**src/inc/pcd_pkg.sv**
```systemverilog
// Purpose: constants and types of the port command decoder
// Assumes: 32-bit APB, 250 MHz pclk
// Notes: flag bits 15:8 of the control word are write-one-to-clear
package pcd_pkg;
    // register byte offsets
    localparam logic [7:0] OFF_CTRL = 8'h00;
    localparam logic [7:0] OFF_STAT = 8'h04;
    localparam logic [7:0] OFF_BLO = 8'h08;
    localparam logic [7:0] OFF_BHI = 8'h0C;
    localparam logic [7:0] OFF_MASK = 8'h10;
    // control word fields
    localparam int B_RST = 5;
    localparam int B_IRQ_ENABLE_BIT = 6;
    localparam int B_SUM = 7;
    localparam int B_ZERO = 4;
    localparam int FLAG_LO = 8;
    localparam int F_CHG = 0;
    localparam int F_FATAL_ERROR_FLAG = 1;
    localparam int F_DONE = 3;
    localparam logic [7:0] MASK_RST = 8'hFF;
    // status word state field values
    localparam logic [3:0] STV_RESET = 4'h0;
    localparam logic [3:0] STV_READY = 4'h1;
    localparam logic [3:0] STV_RUN = 4'h3;
    localparam logic [3:0] STV_LOAD = 4'h2;
    // selftest duration
    localparam longint ST_SECONDS = 15;
    localparam longint CLK_HZ = 250_000_000;
    localparam logic [31:0] ST_CYCLES = 32'(ST_SECONDS * CLK_HZ);
    localparam logic [31:0] ONE32 = 32'h0000_0001;

    typedef enum logic [3:0] {
        CMD_NOOP = 4'h0,
        CMD_LOAD_BASE = 4'h1,
        CMD_AUX = 4'h2,
        CMD_TEST = 4'h3,
        CMD_START = 4'h4,
        CMD_BOOT = 4'h5
    } pcd_cmd_t;

    typedef enum logic [1:0] {
        DEV_RESET = 2'b00,
        DEV_READY = 2'b01,
        DEV_RUN = 2'b11,
        DEV_LOAD = 2'b10
    } pcd_dev_t;

    typedef enum logic [1:0] {
        CS_IDLE = 2'b00,
        CS_FETCH = 2'b01,
        CS_EXEC = 2'b11,
        CS_TEST = 2'b10
    } pcd_cs_t;

    typedef struct packed {
        logic psel;
        logic penable;
        logic pwrite;
        logic [7:0] paddr;
        logic [31:0] pwdata;
    } pcd_apb_req_t;

    typedef struct packed {
        logic [31:0] prdata;
        logic pready;
        logic pslverr;
    } pcd_apb_rsp_t;

    typedef struct packed {
        logic fail;
        logic comm_ok;
        logic [6:0] code;
    } pcd_test_t;

    typedef struct packed {
        logic [31:0] rdata;
        logic rdy;
        logic err;
        logic [7:0] flags;
        logic irq_enable_bit;
        logic [7:0] mask;
        logic [15:0] blo;
        logic [15:0] bhi;
        logic [31:0] base;
        pcd_dev_t dev;
        pcd_cs_t cs;
        logic [31:0] cnt;
        logic [6:0] ecode;
        logic mreq;
        logic aexec;
        logic [7:0] afn;
        logic irq;
    } pcd_state_t;
endpackage

```
**src/verilog/pcd_decoder.sv**
```systemverilog
// Purpose: APB register front and port command decoder
// Assumes: single clock pclk, host writes the control word over APB
// Notes: commands written while one is in progress are ignored
//
// Local design decisions: the register addresses and register access over APB.
`timescale 1ns/1ns
`default_nettype none

module pcd_decoder #(
    parameter logic [31:0] TEST_CYCLES = pcd_pkg::ST_CYCLES
) (
    // clock and reset
    input wire logic pclk,
    input wire logic presetn,
    // apb slave
    input wire pcd_pkg::pcd_apb_req_t apb_req,
    output var pcd_pkg::pcd_apb_rsp_t apb_rsp,
    // control block fetch from host memory
    output logic mem_req,
    output logic [31:0] mem_addr,
    input wire logic mem_ack,
    input wire logic [7:0] mem_data,
    // auxiliary function execution
    output logic aux_exec,
    output logic [7:0] aux_fn,
    input wire logic aux_done,
    // selftest outcome
    input wire pcd_pkg::pcd_test_t test_res,
    // device state and interrupt
    output var pcd_pkg::pcd_dev_t dev_state,
    output logic irq
);
    import pcd_pkg::*;

    pcd_state_t s_ff;
    pcd_state_t nxt_s;
    logic acc;
    logic wr;
    logic rd;
    logic cmd_go;
    logic [3:0] cmd;
    logic [7:0] set_f;
    logic [7:0] clr_f;
    logic [3:0] stv;

    assign acc = apb_req.psel & apb_req.penable & s_ff.rdy;
    assign wr = acc & apb_req.pwrite;
    // read data and read errors are only prepared for reads; unmapped writes answer okay
    assign rd = apb_req.psel & ~apb_req.penable & ~apb_req.pwrite;
    assign cmd = apb_req.pwdata[3:0];
    // one decode per write, only when idle
    assign cmd_go = wr && apb_req.paddr == OFF_CTRL && !apb_req.pwdata[B_RST]
        && cmd != CMD_NOOP && s_ff.cs == CS_IDLE;

    always_comb begin
        case (s_ff.dev)
            DEV_RESET: stv = STV_RESET;
            DEV_READY: stv = STV_READY;
            DEV_RUN: stv = STV_RUN;
            DEV_LOAD: stv = STV_LOAD;
            default: stv = STV_RESET;
        endcase
    end

    always_comb begin
        nxt_s = s_ff;
        set_f = '0;
        clr_f = '0;
        nxt_s.rdy = apb_req.psel & ~apb_req.penable;
        nxt_s.err = 1'b0;
        nxt_s.mreq = 1'b0;
        nxt_s.aexec = 1'b0;
        if (rd) begin
            nxt_s.rdata = '0;
            case (apb_req.paddr)
                OFF_CTRL: begin
                    nxt_s.rdata[15:FLAG_LO] = s_ff.flags;
                    nxt_s.rdata[B_SUM] = |s_ff.flags;
                    nxt_s.rdata[B_IRQ_ENABLE_BIT] = s_ff.irq_enable_bit;
                    nxt_s.rdata[B_ZERO] = 1'b0;
                end
                OFF_STAT: nxt_s.rdata[15:0] = {1'b0, s_ff.ecode, 4'h0, stv};
                OFF_BLO: nxt_s.rdata[15:0] = s_ff.blo;
                OFF_BHI: nxt_s.rdata[15:0] = s_ff.bhi;
                OFF_MASK: nxt_s.rdata[7:0] = s_ff.mask;
                default: nxt_s.err = 1'b1;
            endcase
        end
        if (wr) begin
            case (apb_req.paddr)
                OFF_CTRL: begin
                    clr_f = apb_req.pwdata[15:FLAG_LO];
                    nxt_s.irq_enable_bit = apb_req.pwdata[B_IRQ_ENABLE_BIT];
                end
                OFF_BLO: nxt_s.blo = apb_req.pwdata[15:0];
                OFF_BHI: nxt_s.bhi = apb_req.pwdata[15:0];
                OFF_MASK: nxt_s.mask = apb_req.pwdata[7:0];
                default: nxt_s.err = 1'b0;
            endcase
        end
        case (s_ff.cs)
            CS_IDLE: begin
                if (cmd_go) begin
                    case (cmd)
                        CMD_LOAD_BASE: begin
                            nxt_s.base = {s_ff.bhi, s_ff.blo};
                            set_f[F_DONE] = 1'b1;
                        end
                        CMD_AUX: begin
                            nxt_s.cs = CS_FETCH;
                            nxt_s.mreq = 1'b1;
                        end
                        CMD_TEST: begin
                            nxt_s.dev = DEV_RESET;
                            nxt_s.cs = CS_TEST;
                            nxt_s.cnt = TEST_CYCLES;
                        end
                        CMD_START: begin
                            nxt_s.dev = DEV_RUN;
                            set_f[F_DONE] = 1'b1;
                        end
                        CMD_BOOT: begin
                            nxt_s.dev = DEV_LOAD;
                            set_f[F_DONE] = 1'b1;
                        end
                        default: set_f[F_DONE] = 1'b1;
                    endcase
                end
            end
            CS_FETCH: begin
                nxt_s.mreq = ~mem_ack;
                if (mem_ack) begin
                    nxt_s.afn = mem_data;
                    nxt_s.aexec = 1'b1;
                    nxt_s.cs = CS_EXEC;
                end
            end
            CS_EXEC: begin
                if (aux_done) begin
                    set_f[F_DONE] = 1'b1;
                    nxt_s.cs = CS_IDLE;
                end
            end
            CS_TEST: begin
                nxt_s.cnt = s_ff.cnt - ONE32;
                if (s_ff.cnt <= ONE32) begin
                    nxt_s.cs = CS_IDLE;
                    if (!test_res.fail) begin
                        set_f[F_DONE] = 1'b1;
                        nxt_s.dev = DEV_READY;
                    end else if (test_res.comm_ok) begin
                        set_f[F_CHG] = 1'b1;
                        nxt_s.ecode = test_res.code;
                    end else begin
                        set_f[F_FATAL_ERROR_FLAG] = 1'b1;
                    end
                end
            end
            default: nxt_s.cs = CS_IDLE;
        endcase
        // set wins over a simultaneous clear
        nxt_s.flags = (s_ff.flags & ~clr_f) | set_f;
        if (wr && apb_req.paddr == OFF_CTRL && apb_req.pwdata[B_RST]) begin
            nxt_s.flags = '0;
            nxt_s.irq_enable_bit = 1'b0;
            nxt_s.dev = DEV_RESET;
            nxt_s.cs = CS_IDLE;
            nxt_s.cnt = '0;
            nxt_s.ecode = '0;
            nxt_s.base = '0;
        end
        nxt_s.irq = nxt_s.irq_enable_bit & |(nxt_s.flags & nxt_s.mask);
    end

    always_ff @(posedge pclk or negedge presetn) begin
        if (!presetn) begin
            s_ff <= '0;
            s_ff.mask <= MASK_RST;
        end else begin
            s_ff <= nxt_s;
        end
    end

    assign apb_rsp.prdata = s_ff.rdata;
    assign apb_rsp.pready = s_ff.rdy;
    assign apb_rsp.pslverr = s_ff.err;
    assign mem_req = s_ff.mreq;
    assign mem_addr = s_ff.base;
    assign aux_exec = s_ff.aexec;
    assign aux_fn = s_ff.afn;
    assign dev_state = s_ff.dev;
    assign irq = s_ff.irq;

    logic ctl_wr;
    assign ctl_wr = wr && apb_req.paddr == OFF_CTRL;
endmodule

`default_nettype wire

```
**config.mk**
```make
export PLATFORM = sky130hd
export DESIGN_NAME = pcd_decoder
export DESIGN_NICKNAME = d
export VERILOG_FILES = /design/src/inc/pcd_pkg.sv /design/src/verilog/pcd_decoder.sv
export SDC_FILE = /design/constraint.sdc
export NUM_CORES = 1
export LEC_CHECK = 0
export ABC_CLOCK_PERIOD_IN_PS = 5440
export BUFFER_PORTS_ARGS = -buffer_cell sky130_fd_sc_hd__buf_2
export CAP_MARGIN = 0
export CELL_PAD_IN_SITES_DETAIL_PLACEMENT = 0
export CELL_PAD_IN_SITES_GLOBAL_PLACEMENT = 2
export CORE_ASPECT_RATIO = 1.5
export CORE_MARGIN = 2
export CORE_UTILIZATION = 37
export CTS_CLUSTER_SIZE = 24
export DETAILED_ROUTE_END_ITERATION = 10
export PLACE_DENSITY_LB_ADDON = 0.1
export SLEW_MARGIN = 40
export SYNTH_ARGS = -nofsm -noshare
export SYNTH_HDL_FRONTEND = slang
export SYNTH_SLANG_ARGS = --single-unit
```
**constraint.sdc**
```tcl
create_clock -name pclk -period 5.44 [get_ports pclk]
set_input_delay 0.544 -clock pclk [delete_from_list [all_inputs] [get_ports pclk]]
set_output_delay 0.544 -clock pclk [all_outputs]
set_load 0.05 [all_outputs]
```
==> results of run 1 <==
worst paths after layout:
kind,from,to,slack [ps],cells after the start
worst max register to register,s_ff[45],irq,2310,6
max in group asynchronous,presetn,aux_fn[3],4270,2
worst min register to register,aux_fn[0],aux_fn[0],480,2
worst min-delay path,presetn,apb_rsp[16],130,1
worst max-delay path,s_ff[45],irq,2310,6
min in group pclk,apb_req[41],apb_rsp[1],300,2
synth_stat cells, types with 6 or more instances:
cell / n
dfrtp_1: 145
nand2_1: 129
buf_4: 76
o21ai_0: 52
nor2_1: 50
mux2_2: 39
nand3_1: 39
a21oi_1: 32
clkbuf_1: 31
mux2i_1: 18
inv_1: 17
nor3_1: 12
or3_1: 10
or4_1: 10
nor4_1: 9
a221oi_1: 8
dfstp_2: 8
nand2b_1: 8
o21a_1: 8
o31ai_1: 8
a22o_1: 7
and3_1: 7
buf_2: 7
or2_2: 7
a211oi_1: 6
cells by family (layout without fill, tap and decap cells):
family,Yosys count,in the layout
DFF,153,153
other,1,16
muxes,57,57
buffers and inverters,136,166
adders and majority gates,2,2
AOI/OAI and AO/OA,158,158
and+or+nand+nor,306,306
per-layer routing:
layer	part of all wire (%)	vias to the layer above
li1	-	2829
met1	39	2922
met2	55	114
met3	2.9	32
met4	3.0	0
met5	0	-
through the flow:
step	hold WS [ps]	std cells
4_1_cts	159	1126
3_3_place_gp	457	1094
5_1_grt	174	1126
6_report	131	1126
3_5_place_dp	457	1094
2_1_floorplan	248	828
registers in the layout (all words and copies together), names as in the netlist:
name,flops
mem_addr,32
s_ff,90
aux_fn,8
aux_exec,1
mem_req,1
apb_rsp,18
dev_state,2
irq,1
power by group through the flow:
stage	sequential [W]	clock [W]	combinational, W
2_1_floorplan	0.00132	0	0.000271
3_5_place_dp	0.00136	0	0.000358
5_1_grt	0.00136	0.00124	0.000401
6_report	0.00134	0.00117	0.000355
3_3_place_gp	0.00135	0	0.000346
4_1_cts	0.00134	0.00121	0.000358
worst max-delay path, cell delays in order (launching register included):
cell and delay, ps:
dfrtp_1 420, or4_1 670, nor4_1 610, nand3_1 340
o41ai_2 450, o2bb2a_1 270, a31oi_1 260
area by class of cell:
type	instances	area (sq um)	share of cell area, %
Clock inverter	7	91.3	1.06
Tap cell	268	335	3.88
Multi-Input combinational cell	539	3220	37.3
Timing Repair Buffer	116	609	7.04
Clock buffer	25	485	5.61
Sequential cell	153	3840	44.4
Inverter	18	67.6	0.781
==> results.ini, run 1 <==
[critical_path]
worstSetupEndpointType = register
path_max_fanout = 6
path_class = register to register
worstPathArrival_ps = 3450
required_ps = 5760
start_kind = register

[finish]
final_util_pct = 41.6
antennaDiodeCount = 0
fillers = 2148
fin_area_sq_um = 8650
area_delta_synth_final_pct = 11.0
final_cell_mix = dfrtp_1, nand2_1, buf_2
layout_commonest_cell = dfrtp_1
drive_gt1_share_pct = 24.7
nets = 911

[sta]
hold_viol_final = 0
finalSetupTns_ps = 0
tightest_slew_ps = 845
fin_ws_ps = 2310
drv_slew = 0
worst_clock_skew_ps = 7.25
rsz0062_at_grt = false
max_freq_mhz = 319
slew_headroom_pct = 43.7
fin_crit_sh_pct = 57.6
min_period_ps = 3130
finalSetupViolCount = 0

[place]
dp_slack_ps = 1900
port-buffer-count = 110
gp_congestion = 0.822
post_dp_cell_area_sq_um = 8070
dp_hpwl_mm = 15.7

[synth]
synthMuxAreaShare_pct = 7.95
synth-seq-cells = 153
synth_xor_xnor_area_share_pct = 0
synth-simple-area-share_pct = 18.9
synthDominantCellAreaShare_pct = 46.6
ys_top_cells_by_area = dfrtp_1, buf_4, nand2_1, mux2_2, o21ai_0
avgSynthCellArea_sq_um = 9.59
synth_area_leader_cell = dfrtp_1
synth.distinct_cells = 57
synth-edff-count = 0
yosysWarnings = 0
synth_cells = 813
synthesis.area_sq_um = 7790
synth_compound_area_share_pct = 13.2
synth_top_family_by_area = simple AND/OR/NAND/NOR gates
ys_seq_area_share_pct = 49.3
synth_top_flop_cell = dfrtp_1
async_flop_share_pct = 100
synth_fa_ha_area_share_pct = 0.321

[power]
switching_share_pct = 28.0
power.net_switching_w = 0.000802
p_seq_share_pct = 46.8
ir_worst_vdd_mv = 0.157
internal-power_w = 0.00206
powerDensity_nw_per_um2 = 331
leakage_nw = 4.19
power_frac_clock_pct = 40.8
p_total_w = 0.00286
combPwrFrac_pct = 12.4

[min_path]
min_path_type = primary input to async pin

[detailed_routing]
vias = 5897
drc = 0
dr.first_iter.drc_count = 299
vias_per_cell = 5.24
dr.pass1.iters = 5
detail-route-antenna-nets = 0
wirelength_mm = 21.5
wl_per_cell_um = 19.1

[global_routing]
use_met2_pct = 37.1
grt_overflow_total = 0
grt.busiest_layer = met2
use_met1_pct = 22.8
grt_pass1_wl_mm = 34.2
grt_start_max_net_pins = 93
grt_pass1_vias = 6069
grt_util_met3_pct = 3.55
antenna_found_initial = 0
groute.usage.overall_pct = 20.3

[clocking]
cts_max_level = 4
postCtsSetupRepairBufs = 0
clockBufferDepth = 2
ctsResizeCount = 0
cts_inserted_buffers = 17
root_buffer = clkbuf_16
hold_buffers = 0
clock-sinks = 153
clk_latency_ps = 430
cts_tree = done
clk_pin_slew_worst_paths_ps = 60

[floorplan]
die_w_um = 123
die_h_um = 182
io_pins = 143
rows = 65
start_util_pct = 37.4
die-area_sq_um = 22300
core_area_sq_um = 20800

[run]
cap_violations = 0

[run_status]
outcome = finished, final reports clean

No activity file was read; power rests on OpenSTA's default activity.
==> inputs of run 2 (changes only) <==
--- a/config.mk
+++ b/config.mk
@@ -5,14 +5,14 @@
 export SDC_FILE = /design/constraint.sdc
 export NUM_CORES = 1
 export LEC_CHECK = 0
-export ABC_CLOCK_PERIOD_IN_PS = 5440
+export ABC_CLOCK_PERIOD_IN_PS = 3000
 export BUFFER_PORTS_ARGS = -buffer_cell sky130_fd_sc_hd__buf_2
 export CAP_MARGIN = 0
 export CELL_PAD_IN_SITES_DETAIL_PLACEMENT = 0
 export CELL_PAD_IN_SITES_GLOBAL_PLACEMENT = 2
 export CORE_ASPECT_RATIO = 1.5
 export CORE_MARGIN = 2
-export CORE_UTILIZATION = 37
+export CORE_UTILIZATION = 35
 export CTS_CLUSTER_SIZE = 24
 export DETAILED_ROUTE_END_ITERATION = 10
 export PLACE_DENSITY_LB_ADDON = 0.1
==> constraint.sdc (replaced) <==
create_clock -name pclk -period 3 [get_ports pclk]
set_input_delay 0.3 -clock pclk [delete_from_list [all_inputs] [get_ports pclk]]
set_output_delay 0.3 -clock pclk [all_outputs]
set_load 0.05 [all_outputs]
==> results.ini, run 2 (same netlist as run 1, synthesis figures left out) <==
[run_status]
outcome = finished, final reports clean

[detailed_routing]
vias = 6038  ; +2.4%
vias_per_cell = 5.26  ; +0.34%
wirelength_mm = 22.3  ; +4.0%
dr.pass1.iters = 4  ; -1
highest_layer = met5
wl_per_cell_um = 19.4  ; +1.9%
detail-route-antenna-nets = 0  ; unchanged
wl_met2_mm = 12.5  ; +5.5%
met1Wirelength_mm = 8.35  ; +0.36%
drc = 0  ; unchanged
wl_met3_um = 757  ; +22%
dr.first_iter.drc_count = 251  ; -16%

[global_routing]
grt_pass1_wl_mm = 35.3  ; +3.2%
grt_pass1_vias = 6312  ; +4.0%
groute.usage.overall_pct = 19.4  ; -0.88 points
grt_start_max_net_pins = 72  ; -23%
antenna_found_initial = 1  ; +1
grt_overflow_total = 0  ; unchanged

[sta]
min_period_ps = 2700  ; -432 ps
tightest_slew_ps = 713  ; -132 ps
worst_clock_skew_ps = 7.40  ; +0.144 ps
slew_headroom_pct = 52.5  ; +8.8 points
hold_ws_ps = 60.3  ; -70.7 ps
drv_slew = 0  ; unchanged
fin_crit_sh_pct = 90.0  ; +32 points
finalSetupTns_ps = 0  ; unchanged
finalSetupViolCount = 0  ; unchanged
rsz0062_at_grt = false
max_freq_mhz = 370  ; +16%
hold_viol_final = 0  ; unchanged

[clocking]
postCtsSetupRepairBufs = 0  ; unchanged
root_buffer = clkbuf_16
clock-sinks = 153  ; unchanged
clk_pin_slew_worst_paths_ps = 60  ; about the same
cts_inserted_buffers = 17  ; unchanged
cts_max_level = 4  ; unchanged
clockBufferDepth = 2  ; unchanged
clk_latency_ps = 430  ; about the same
cts_tree = done

[place]
dp_hpwl_mm = 17.0  ; +7.9%
gp_congestion = 0.833  ; +1.4%
port-buffer-count = 110  ; unchanged

[finish]
fillers = 2258  ; +5.1%
largest_reg_flops = 90  ; unchanged
nets = 931  ; +2.2%
largest-register = s_ff
area_delta_synth_final_pct = 14.4
final_cell_mix = dfrtp_1, nand2_1, buf_2
antennaDiodeCount = 0  ; unchanged
drive_gt1_share_pct = 26.2  ; +1.5 points
layout_commonest_cell = dfrtp_1

[power]
leakage_nw = 4.33  ; +3.4%
powerDensity_nw_per_um2 = 622  ; +88%
p_total_w = 0.00555  ; +94%
ir_worst_vdd_mv = 0.376  ; +140%

[floorplan]
die_w_um = 126  ; +2.7%
die_h_um = 187  ; +2.8%
die-area_sq_um = 23500  ; +5.6%
rows = 66  ; +1.5%
start_util_pct = 35.7  ; -1.7 points
core_area_sq_um = 21800  ; +4.7%
io_pins = 143  ; unchanged

[critical_path]
start_kind = register
path_class = register to register
required_ps = 3340  ; -2420 ps
path_max_fanout = 8  ; +2
worstPathArrival_ps = 3040  ; -410 ps
worstSetupEndpointType = register

[run]
cap_violations = 0  ; unchanged

[min_path]
min_path_type = primary input to register

## run 2: per-layer routing
metal,global-route usage (%),up-vias
met2,36.4,128
met1,21.1,3003
met4,8.16,2
li1,-,2868
met5,0,-
met3,3.50,37
## run 2: layout make-up
class | instances | area (sq um) | area share [%]
Clock buffer | 23 | 478 | 5.36
Clock inverter | 8 | 190 | 2.13
Inverter | 18 | 67.6 | 0.758
Multi-Input combinational cell | 539 | 3220 | 36.1
Sequential cell | 153 | 3840 | 43.0
Tap cell | 272 | 340 | 3.82
Timing Repair Buffer | 136 | 779 | 8.74
## run 2: report_power, final
part | switching [W] | internal [W] | total, W
clock network | 0.000837 | 0.00162 | 0.00246
logic | 0.000442 | 0.000228 | 0.000670
registers | 0.000189 | 0.00223 | 0.00242
## run 2: final timing paths
path                                   from     endpoint  cells after the start  slack [ps]
worst max-delay path               s_ff[39]     s_ff[49]                      6         300
worst min-delay path            apb_req[41]   apb_rsp[1]                      2          60
worst max register to register     s_ff[39]     s_ff[49]                      6         300
worst min register to register    aux_fn[1]    aux_fn[1]                      2         470
max in group asynchronous           presetn    s_ff[124]                      3        1700
min in group asynchronous           presetn  mem_addr[9]                      2         470
## run 2: timing repair
action | 4_1_cts | 5_1_grt
endpoints found under the setup margin | 0 | 1
gates resized for setup | 0 | 2
endpoints found under the hold margin | 65 | 0
hold buffers | 1 | 0
## run 2: per-stage QoR
step	worst slack, ps	std cells	cell area, sq um	util, %
floorplan	536	828	7850	-
global placement	216	1117	8220	37.7
detailed placement	185	1117	8220	37.7
CTS	232	1149	8900	40.8
global route	124	1149	8920	40.9
finish	301	1149	8920	40.9
## run 2: worst max-delay path: stages, from the launching register on
cell      delay (ps)
dfrtp_1          400
or4_1            700
or4_1            540
or3_1            460
o31ai_4          210
a21oi_1           90
a211oi_1         210
